**src/verilog/ext_serial_pkg.sv**
```systemverilog
// constants, register map and size decoding of the extended serial frame configuration block
// assumes one 200 MHz clock, an 8-bit register port and a serial core that reports whole frames
package ext_serial_pkg;
    localparam int ADDR_W = 3;
    localparam int DATA_W = 17;
    localparam logic [2:0] OFF_DATA_LOW = 3'h0, OFF_DATA_HIGH = 3'h1, OFF_CHAR_SIZE = 3'h2, OFF_EXT_CTRL = 3'h3;
    localparam logic [2:0] OFF_EXT_STAT = 3'h4, OFF_DIV_LOW = 3'h5, OFF_DIV_HIGH = 3'h6, OFF_STD_CTRL = 3'h7;
    // extended control fields
    localparam int CTRL_EXT_EN = 4, CTRL_RX_TWO_STOP = 3, CTRL_LINE_CODING = 1, CTRL_BIT_ORDER = 0;
    localparam logic [7:0] CTRL_WMASK = 8'h1b;
    // extended status fields
    localparam int STAT_FRAME_ERR = 3, STAT_LONG = 2, STAT_STOP_HI = 1, STAT_STOP_LO = 0;
    localparam logic [3:0] STAT_RSVD_ZERO = 4'h0;
    // standard control fields gathered into one register
    localparam int STD_TX_STOP = 0, STD_SYNC = 1, STD_PARITY_LO = 2, STD_EXTRA = 4, STD_DONE = 7;
    localparam logic [1:0] PARITY_NONE = 2'h0;
    // reset values
    localparam logic [7:0] RST_CHAR_SIZE = 8'h33, RST_DATA_HIGH = 8'h04, RST_ZERO8 = 8'h00;
    localparam logic [15:0] RST_DIV = 16'h0000;
    // size codes and widths
    localparam logic [3:0] SZ_9 = 4'h7, SZ_16_17 = 4'he, SZ_17 = 4'hf;
    localparam logic [4:0] BITS_NONE = 5'h00, BITS_5 = 5'h05, BITS_8 = 5'h08, BITS_9 = 5'h09;
    localparam logic [4:0] BITS_13 = 5'h0d, BITS_16 = 5'h10, BITS_17 = 5'h11;
    localparam logic [1:0] STOP_ONE = 2'h1, STOP_TWO = 2'h2;

    function automatic logic [4:0] char_bits(input logic [3:0] code);
        logic [4:0] n;
        n = BITS_NONE;
        case (code)
            4'h0, 4'h1, 4'h2, 4'h3: n = BITS_5 + {3'h0, code[1:0]};
            SZ_9: n = BITS_9;
            4'h8, 4'h9, 4'ha, 4'hb: n = BITS_13 + {3'h0, code[1:0]};
            SZ_16_17, SZ_17: n = BITS_17;
            default: n = BITS_NONE;
        endcase
        return n;
    endfunction
endpackage
```
**src/verilog/bit_order_map.sv**
```systemverilog
// maps a frame word between register order and wire order, zeroing bits above the size
// assumes nbits never exceeds W; bit 0 of the wire side is the first bit on the line
module bit_order_map #(
    parameter int W = 17
) (
    input wire logic [W-1:0] word,
    input wire logic [4:0] nbits,
    input wire logic msb_first,
    output logic [W-1:0] mapped
);
    if (W < 17 || W > 31) begin : g_chk
        $error("bit_order_map width out of range");
    end

    always_comb begin
        mapped = '0;
        for (int i = 0; i < W; i++) begin
            if (i < int'(nbits)) begin
                mapped[i] = msb_first ? word[int'(nbits) - 1 - i] : word[i];
            end
        end
    end
endmodule

```
**src/verilog/bit_period_timer.sv**
```systemverilog
// bit-period timer of the Manchester receiver
// assumes the divisor stays steady while run is high
module bit_period_timer #(
    parameter int CW = 16
) (
    input wire logic clk,
    input wire logic rst_n,
    input wire logic ce,
    input wire logic run,
    input wire logic [CW-1:0] divisor,
    output logic tick
);
    logic [CW-1:0] count;
    logic [CW-1:0] next_count;
    logic next_tick;

    if (CW < 1 || CW > 16) begin : g_chk
        $error("bit_period_timer counter width out of range");
    end

    always_comb begin
        next_count = count;
        next_tick = 1'b0;
        if (!run) begin
            next_count = '0;
        end else if (count >= divisor) begin
            next_count = '0;
            next_tick = 1'b1;
        end else begin
            next_count = count + 1'b1;
        end
    end

    always_ff @(posedge clk or negedge rst_n) begin
        if (!rst_n) begin
            count <= '0;
            tick <= 1'b0;
        end else if (ce) begin
            count <= next_count;
            tick <= next_tick;
        end
    end
endmodule

```
**src/verilog/ext_serial_frame_config.sv**
```systemverilog
// configuration and status registers of the extended serial port
// assumes the serial core hands over whole received frames, first line bit in bit 0,
// and sends tx_word bit 0 first; register port answers reads one cycle later
//
// Added by the designer: the strobed register port and the register addresses.
module ext_serial_frame_config (
    input wire logic clk,
    input wire logic rst_n,
    input wire logic ce,
    input wire logic [ext_serial_pkg::ADDR_W-1:0] addr,
    input wire logic [7:0] wdata,
    input wire logic wr,
    input wire logic rd,
    output logic [7:0] rdata,
    input wire logic rx_frame_valid,
    input wire logic [ext_serial_pkg::DATA_W-1:0] rx_frame_bits,
    input wire logic rx_frame_long,
    input wire logic rx_frame_code_err,
    input wire logic [1:0] rx_frame_stop,
    input wire logic rx_busy,
    output logic tx_start,
    output logic [ext_serial_pkg::DATA_W-1:0] tx_word,
    output logic [4:0] tx_bits,
    output logic [4:0] rx_bits,
    output logic rx_size_ok,
    output logic ext_on,
    output logic manchester_on,
    output logic sync_on,
    output logic mode_reserved,
    output logic msb_first,
    output logic parity_active,
    output logic [1:0] rx_stop_count,
    output logic [1:0] tx_stop_count,
    output logic bit_tick,
    output logic rx_done_flag
);
    localparam int W = ext_serial_pkg::DATA_W;

    // software-visible registers
    logic [7:0] rx_low;
    logic [7:0] rx_high;
    logic [7:0] tx_high;
    logic [7:0] char_size;
    logic [7:0] ext_ctrl;
    logic [7:0] ext_stat;
    logic [15:0] divisor;
    logic tx_stop_sel;
    logic sync_sel;
    logic tx_extra;
    logic rx_extra;
    logic [1:0] parity_sel;

    // next values, all registered together under ce
    logic [7:0] next_rx_low;
    logic [7:0] next_rx_high;
    logic [7:0] next_tx_high;
    logic [7:0] next_char_size;
    logic [7:0] next_ext_ctrl;
    logic [7:0] next_ext_stat;
    logic [15:0] next_divisor;
    logic next_tx_stop_sel;
    logic next_sync_sel;
    logic next_tx_extra;
    logic next_rx_extra;
    logic next_done;
    logic next_tx_start;
    logic [1:0] next_parity_sel;
    logic [7:0] next_rdata;
    logic [W-1:0] next_tx_word;

    // decode and data paths
    logic [3:0] rx_code;
    logic [3:0] tx_code;
    logic [4:0] frame_width;
    logic [W-1:0] rx_mapped;
    logic [W-1:0] tx_raw;
    logic [W-1:0] tx_mapped;
    logic wr_low;

    assign ext_on = ext_ctrl[ext_serial_pkg::CTRL_EXT_EN];
    assign sync_on = sync_sel;
    assign manchester_on = ext_on && ext_ctrl[ext_serial_pkg::CTRL_LINE_CODING] && !sync_sel;
    assign mode_reserved = ext_on && ext_ctrl[ext_serial_pkg::CTRL_LINE_CODING] && sync_sel;
    assign msb_first = ext_on && ext_ctrl[ext_serial_pkg::CTRL_BIT_ORDER];
    assign parity_active = (parity_sel != ext_serial_pkg::PARITY_NONE) && !manchester_on;

    assign rx_code = char_size[3:0];
    assign tx_code = char_size[7:4];
    assign rx_bits = ext_serial_pkg::char_bits(rx_code);
    assign tx_bits = ext_serial_pkg::char_bits(tx_code);

    // standard port limited to nine bits
    always_comb begin
        rx_size_ok = (rx_bits != ext_serial_pkg::BITS_NONE);
        if (!ext_on && rx_bits > ext_serial_pkg::BITS_9) begin
            rx_size_ok = 1'b0;
        end
        if (rx_code == ext_serial_pkg::SZ_16_17 && !manchester_on) begin
            rx_size_ok = 1'b0;
        end
    end

    assign rx_stop_count = (ext_on && ext_ctrl[ext_serial_pkg::CTRL_RX_TWO_STOP]) ?
        ext_serial_pkg::STOP_TWO : ext_serial_pkg::STOP_ONE;
    assign tx_stop_count = tx_stop_sel ? ext_serial_pkg::STOP_TWO : ext_serial_pkg::STOP_ONE;

    // the dual-length code takes its width from what the core actually counted
    assign frame_width = (rx_code == ext_serial_pkg::SZ_16_17) ?
        (rx_frame_long ? ext_serial_pkg::BITS_17 : ext_serial_pkg::BITS_16) : rx_bits;

    bit_order_map #(.W(W)) u_rx_map (
        .word(rx_frame_bits),
        .nbits(frame_width),
        .msb_first(msb_first),
        .mapped(rx_mapped)
    );

    // transmit word assembled from the write that starts it
    assign wr_low = wr && addr == ext_serial_pkg::OFF_DATA_LOW;
    always_comb begin
        tx_raw = {1'b0, tx_high, wdata};
        if (tx_bits == ext_serial_pkg::BITS_9) begin
            tx_raw = {8'h00, ext_on ? tx_high[0] : tx_extra, wdata};
        end else if (tx_bits == ext_serial_pkg::BITS_17) begin
            tx_raw = {tx_extra, tx_high, wdata};
        end
    end

    bit_order_map #(.W(W)) u_tx_map (
        .word(tx_raw),
        .nbits(tx_bits),
        .msb_first(msb_first),
        .mapped(tx_mapped)
    );

    always_comb begin
        next_rx_low = rx_low;
        next_rx_high = rx_high;
        next_tx_high = tx_high;
        next_char_size = char_size;
        next_ext_ctrl = ext_ctrl;
        next_ext_stat = ext_stat;
        next_divisor = divisor;
        next_tx_stop_sel = tx_stop_sel;
        next_sync_sel = sync_sel;
        next_parity_sel = parity_sel;
        next_tx_extra = tx_extra;
        next_rx_extra = rx_extra;
        next_done = rx_done_flag;
        next_tx_start = 1'b0;
        next_tx_word = tx_word;
        next_rdata = 8'h00;

        // writes land at the next edge; status ignores them
        if (wr) begin
            case (addr)
                ext_serial_pkg::OFF_DATA_LOW: begin
                    next_tx_start = 1'b1;
                    next_tx_word = tx_mapped;
                end
                ext_serial_pkg::OFF_DATA_HIGH: next_tx_high = wdata;
                ext_serial_pkg::OFF_CHAR_SIZE: next_char_size = wdata;
                ext_serial_pkg::OFF_EXT_CTRL: next_ext_ctrl = wdata & ext_serial_pkg::CTRL_WMASK;
                // a change mid-frame is not guarded
                ext_serial_pkg::OFF_DIV_LOW: next_divisor[7:0] = wdata;
                ext_serial_pkg::OFF_DIV_HIGH: next_divisor[15:8] = wdata;
                ext_serial_pkg::OFF_STD_CTRL: begin
                    next_tx_stop_sel = wdata[ext_serial_pkg::STD_TX_STOP];
                    next_sync_sel = wdata[ext_serial_pkg::STD_SYNC];
                    next_parity_sel = wdata[ext_serial_pkg::STD_PARITY_LO +: 2];
                    next_tx_extra = wdata[ext_serial_pkg::STD_EXTRA];
                end
                default: next_ext_stat = ext_stat;
            endcase
        end

        // read data stands for one cycle only, zero otherwise
        if (rd) begin
            case (addr)
                ext_serial_pkg::OFF_DATA_LOW: begin
                    next_rdata = rx_low;
                    next_done = 1'b0;
                end
                ext_serial_pkg::OFF_DATA_HIGH: next_rdata = rx_high;
                ext_serial_pkg::OFF_CHAR_SIZE: next_rdata = char_size;
                ext_serial_pkg::OFF_EXT_CTRL: next_rdata = ext_ctrl;
                ext_serial_pkg::OFF_EXT_STAT: next_rdata = ext_stat;
                ext_serial_pkg::OFF_DIV_LOW: next_rdata = divisor[7:0];
                ext_serial_pkg::OFF_DIV_HIGH: next_rdata = divisor[15:8];
                default: next_rdata = {rx_done_flag, 2'h0, rx_extra, parity_sel, sync_sel, tx_stop_sel};
            endcase
        end

        // a frame landing in the cycle the data byte is read keeps the flag set
        if (rx_frame_valid) begin
            next_done = 1'b1;
            next_rx_low = rx_mapped[7:0];
            next_rx_high = 8'h00;
            next_rx_extra = 1'b0;
            if (frame_width == ext_serial_pkg::BITS_9) begin
                if (ext_on) begin
                    next_rx_high = {7'h00, rx_mapped[8]};
                end else begin
                    next_rx_extra = rx_mapped[8];
                end
            end else if (frame_width >= ext_serial_pkg::BITS_13) begin
                // upper bits, unused ones already zero
                next_rx_high = rx_mapped[15:8];
                next_rx_extra = rx_mapped[16];
            end
            next_ext_stat[ext_serial_pkg::STAT_FRAME_ERR] = manchester_on && rx_frame_code_err;
            next_ext_stat[ext_serial_pkg::STAT_LONG] = manchester_on && rx_code == ext_serial_pkg::SZ_16_17
                && rx_frame_long;
            // stop values only for Manchester frames
            if (manchester_on) begin
                next_ext_stat[ext_serial_pkg::STAT_STOP_HI] = rx_frame_stop[1];
                next_ext_stat[ext_serial_pkg::STAT_STOP_LO] = rx_frame_stop[0];
            end
            next_ext_stat[7:4] = ext_serial_pkg::STAT_RSVD_ZERO;
        end
    end

    always_ff @(posedge clk or negedge rst_n) begin
        if (!rst_n) begin
            rx_low <= ext_serial_pkg::RST_ZERO8;
            rx_high <= ext_serial_pkg::RST_DATA_HIGH;
            tx_high <= ext_serial_pkg::RST_DATA_HIGH;
            char_size <= ext_serial_pkg::RST_CHAR_SIZE;
            ext_ctrl <= ext_serial_pkg::RST_ZERO8;
            ext_stat <= ext_serial_pkg::RST_ZERO8;
            divisor <= ext_serial_pkg::RST_DIV;
            tx_stop_sel <= 1'b0;
            sync_sel <= 1'b0;
            parity_sel <= ext_serial_pkg::PARITY_NONE;
            tx_extra <= 1'b0;
            rx_extra <= 1'b0;
            rx_done_flag <= 1'b0;
            tx_start <= 1'b0;
            tx_word <= '0;
            rdata <= ext_serial_pkg::RST_ZERO8;
        end else if (ce) begin
            rx_low <= next_rx_low;
            rx_high <= next_rx_high;
            tx_high <= next_tx_high;
            char_size <= next_char_size;
            ext_ctrl <= next_ext_ctrl;
            ext_stat <= next_ext_stat;
            divisor <= next_divisor;
            tx_stop_sel <= next_tx_stop_sel;
            sync_sel <= next_sync_sel;
            parity_sel <= next_parity_sel;
            tx_extra <= next_tx_extra;
            rx_extra <= next_rx_extra;
            rx_done_flag <= next_done;
            tx_start <= next_tx_start;
            tx_word <= next_tx_word;
            rdata <= next_rdata;
        end
    end

    // the timer only runs while a Manchester frame is coming in, so idle lines cost nothing
    bit_period_timer #(.CW(16)) u_timer (
        .clk(clk),
        .rst_n(rst_n),
        .ce(ce),
        .run(manchester_on && rx_busy),
        .divisor(divisor),
        .tick(bit_tick)
    );
endmodule

```
**config.mk**
```make
export PLATFORM = sky130hd
export DESIGN_NAME = ext_serial_frame_config
export DESIGN_NICKNAME = d
export VERILOG_FILES = /design/src/verilog/ext_serial_pkg.sv /design/src/verilog/bit_order_map.sv /design/src/verilog/bit_period_timer.sv /design/src/verilog/ext_serial_frame_config.sv
export SDC_FILE = /design/constraint.sdc
export NUM_CORES = 1
export LEC_CHECK = 0
export BUFFER_PORTS_ARGS = -buffer_cell sky130_fd_sc_hd__buf_2
export CORE_MARGIN = 2
export CORE_UTILIZATION = 61
export DETAILED_ROUTE_END_ITERATION = 10
export GPL_TIMING_DRIVEN = 0
export PLACE_DENSITY = 0.8
export SETUP_SLACK_MARGIN = 0.5
export SLEW_MARGIN = 0
export SYNTH_ARGS = -nofsm -noshare
export SYNTH_HDL_FRONTEND = slang
export SYNTH_SLANG_ARGS = --single-unit
```
**constraint.sdc**
```tcl
create_clock -name clk -period 4.8 [get_ports clk]
set_input_delay 0.96 -clock clk [delete_from_list [all_inputs] [get_ports clk]]
set_output_delay 0.96 -clock clk [all_outputs]
set_load 0.01 [all_outputs]
```
==> results.toml <==
[route]
drt-initial-drc-count = 1114
drt_first_pass_iters = 5
ant_nets = 0
drc = 0
avgRoutedWirePerCell_um = 22.0
wl_um = 30200
vias = 9096
via_per_inst = 6.64

[synthesis]
async_flop_share_pct = 100
yosys_warnings = 0
ys_types = 84
synth_edf_count = 0
yosysSeqAreaShare_pct = 28.4
synth_area_per_cell_um2 = 8.73
yosys_register_bits = 106
ys.flop_type = "dfrtp_1"
synth.cell_area_um2 = 9370
synth_nets = 1152
syn_inst = 1073

[placement]
gp_congestion = 1.02
hpwlAfterDp_um = 22600
place_area_um2 = 10100
numPortBuffers = 86

[clock_network]
h-tree-depth = 3
clkLatencyLatePin_ns = 0.36
cts_tree = "done"
cts_buffer_depth = 2
cts.sinks = 106
cts_hold_buf = 0
cts_buffers = 9
clkTransAtPathRegs_ns = 0.08
cts_root_buf = "clkbuf_16"

[timing]
rsz0062_at_grt = "yes"
fin_crit_ns = 4.18
slew_viol_final = 0
final.setup.tns_ns = 0
setup_viol_count_final = 0
worst_hold_slack_ns = 0.480
skew_ns = 0.00799
fmax_mhz = 239
relSlewSlack_pct = 21.1
hold_viol_final = 0
fin_crit_sh_pct = 87.2
tightest_slew_ns = 1.17

[worst_setup_path]
r2r-end = "rx_low[3]"
crit_type = "reg -> reg"
worst_setup_path_start_kind = "flop"
end_kind = "flop"
cp.arrival_ns = 4.44
critical_path_required_ns = 5.05
ff2ff_path_depth = 17
r2r-start = "char_size[0]"
ff2ff_setup_slack_ns = 0.62
cp_max_fo = 11

[layout]
nets = 1256
syn2layout_area_growth_pct = 12.1
finalInstanceArea_um2 = 10500
final_layout_size_suffix_gt1_share_pct = 20.2
fillers = 1254
num_antenna_cells = 0
layout_common_cells = "nand2_1 (119), buf_2 (103), dfrtp_1 (100), o21ai_0 (94), mux2i_1 (93)"
final_common_cell = "nand2_1"

[min_path]
hold_path.class = "reg -> reg"
min_from = "tx_word[9]"
hold_end = "tx_word[9]"
min_delay_path_depth = 2

[flow_run]
cap_violations = 0

[global_routing]
antenna_found_initial = 0
grt_overflow = 0
grt_pass1_vias = 8461
grt_max_degree = 57
grt.total_usage_pct = 37.2
grt_pass1_wl_um = 47000

[floorplanning]
die_h_um = 128
die_area_um2 = 16400
start_util_pct = 62.1
core_area_um2 = 15100
fp-row-count = 45
io_pins = 88
die_x_um = 128

[pwr]
power_leakage_nw = 4.78
power_density_nw_per_um2 = 598
fin_total_pwr_w = 0.00628
irDropWorstVdd_uv = 249

[run_status]
status = "complete, no violations"
## Yosys cell counts, types with 5 or more instances
library cell	instances	share of area (%)
a211oi_1	12	0.96
a21o_1	13	1.0
a21oi_1	59	3.2
a22o_1	9	0.84
a31oi_1	21	1.4
a32oi_1	7	0.65
and3_1	14	0.94
buf_1	5	0.20
buf_2	19	1.0
buf_4	5	0.40
buf_6	5	0.60
clkbuf_1	41	1.6
dfrtp_1	100	27
dfstp_2	6	1.7
ha_1	40	5.3
inv_1	40	1.6
mux2_2	32	3.8
mux2i_1	95	10
mux4_2	19	4.6
nand2_1	119	4.8
nand2b_1	20	1.3
nand3_1	33	1.8
nand4_1	9	0.60
nor2_1	46	1.8
nor2b_1	14	0.94
nor3_1	30	1.6
o2111ai_1	6	0.56
o211ai_1	11	0.88
o21a_1	6	0.48
o21ai_0	94	5.0
o21ai_1	10	0.53
o221ai_1	6	0.56
xnor2_1	28	2.6
xor2_1	6	0.56
## kinds of logic (layout without fill, tap and decap cells)
group           Yosys count  in the layout  synth area share (%)
compound gates          306            306                  21.2
mux                     146            146                  18.6
buf+inv                 123            232                  5.84
xor+xnor                 40             40                  4.48
fa+ha+maj                40             40                  5.34
simple gates            312            312                  16.2
flops                   106            106                  28.4
## flip-flops by register name, indices dropped and copies added, names as in the netlist, 2 cells and up
| signal | cells |
|---|---|
| tx_high | 8 |
| u_timer.count | 16 |
| ext_stat | 4 |
| rx_high | 8 |
| char_size | 8 |
| rx_low | 8 |
| tx_word | 17 |
| ext_ctrl | 4 |
| parity_sel | 2 |
| divisor | 16 |
| rdata | 8 |
## power breakdown
part / internal [W] / switching [W]
clock: 0.000384 / 0.000381
sequential: 0.00108 / 0.000141
combinational: 0.00178 / 0.00251
total: 0.00324 / 0.00303
## layout make-up
class / count / area [um2] / area share [%]
clock buffer: 10 / 239 / 2.28
multi-input combinational: 844 / 6230 / 59.3
clock inverter: 6 / 65.1 / 0.620
inverter: 48 / 186 / 1.78
buffer: 75 / 378 / 3.60
sequential: 106 / 2660 / 25.3
timing repair buffer: 93 / 505 / 4.81
tap: 188 / 235 / 2.24
## stage by stage
stage,setup WS [ns],cells,utilization [%]
3_3_place_gp,0.0888,1347,66.5
2_1_floorplan,0.929,1073,-
4_1_cts,0.511,1366,69.0
3_5_place_dp,0.0511,1348,66.7
6_report,0.617,1370,69.6
5_1_grt,0.435,1370,69.6
## worst max path at each step
| stage | slack [ns] | start | endpoint | cells after the start |
|---|---|---|---|---|
| floorplan | 0.93 | char_size[0] | rx_low[3] | 17 |
| global placement | 0.09 | char_size[0] | rx_extra | 16 |
| detailed placement | 0.05 | char_size[0] | rx_high[6] | 16 |
| CTS | 0.51 | char_size[0] | rx_low[5] | 17 |
| global route | 0.44 | char_size[0] | rx_low[3] | 17 |
| finish | 0.62 | char_size[0] | rx_low[3] | 17 |
## routing by layer
metal	GRT usage, %	share of wire (%)	vias up
li1	-	-	4161
met1	50.9	41	4333
met2	58.2	45	506
met3	7.47	9.1	96
met4	15.6	4.2	0
met5	0	0	-
## worst max-delay path, cell delays in order, from the launching register on
cell and delay [ns]:
dfstp_2 0.56, inv_1 0.08, ha_1 0.21, buf_2 0.17, a21bo_2 0.26, o221ai_2 0.23
buf_6 0.21, buf_6 0.17, ha_1 0.18, buf_4 0.20, xor2_4 0.22, clkinv_2 0.18
ha_1 0.30, a211oi_1 0.27, xor2_1 0.15, o41ai_2 0.29, a31oi_1 0.10, o31ai_1 0.29
## repair_timing
action                                  4_1_cts  5_1_grt
resized for setup                            13       11
endpoints found under the setup margin       20       24
setup buffers                                 2        4
gates cloned                                  0        0
pin swaps                                     1        1
Note: power is estimated with default switching activity, not from simulation.
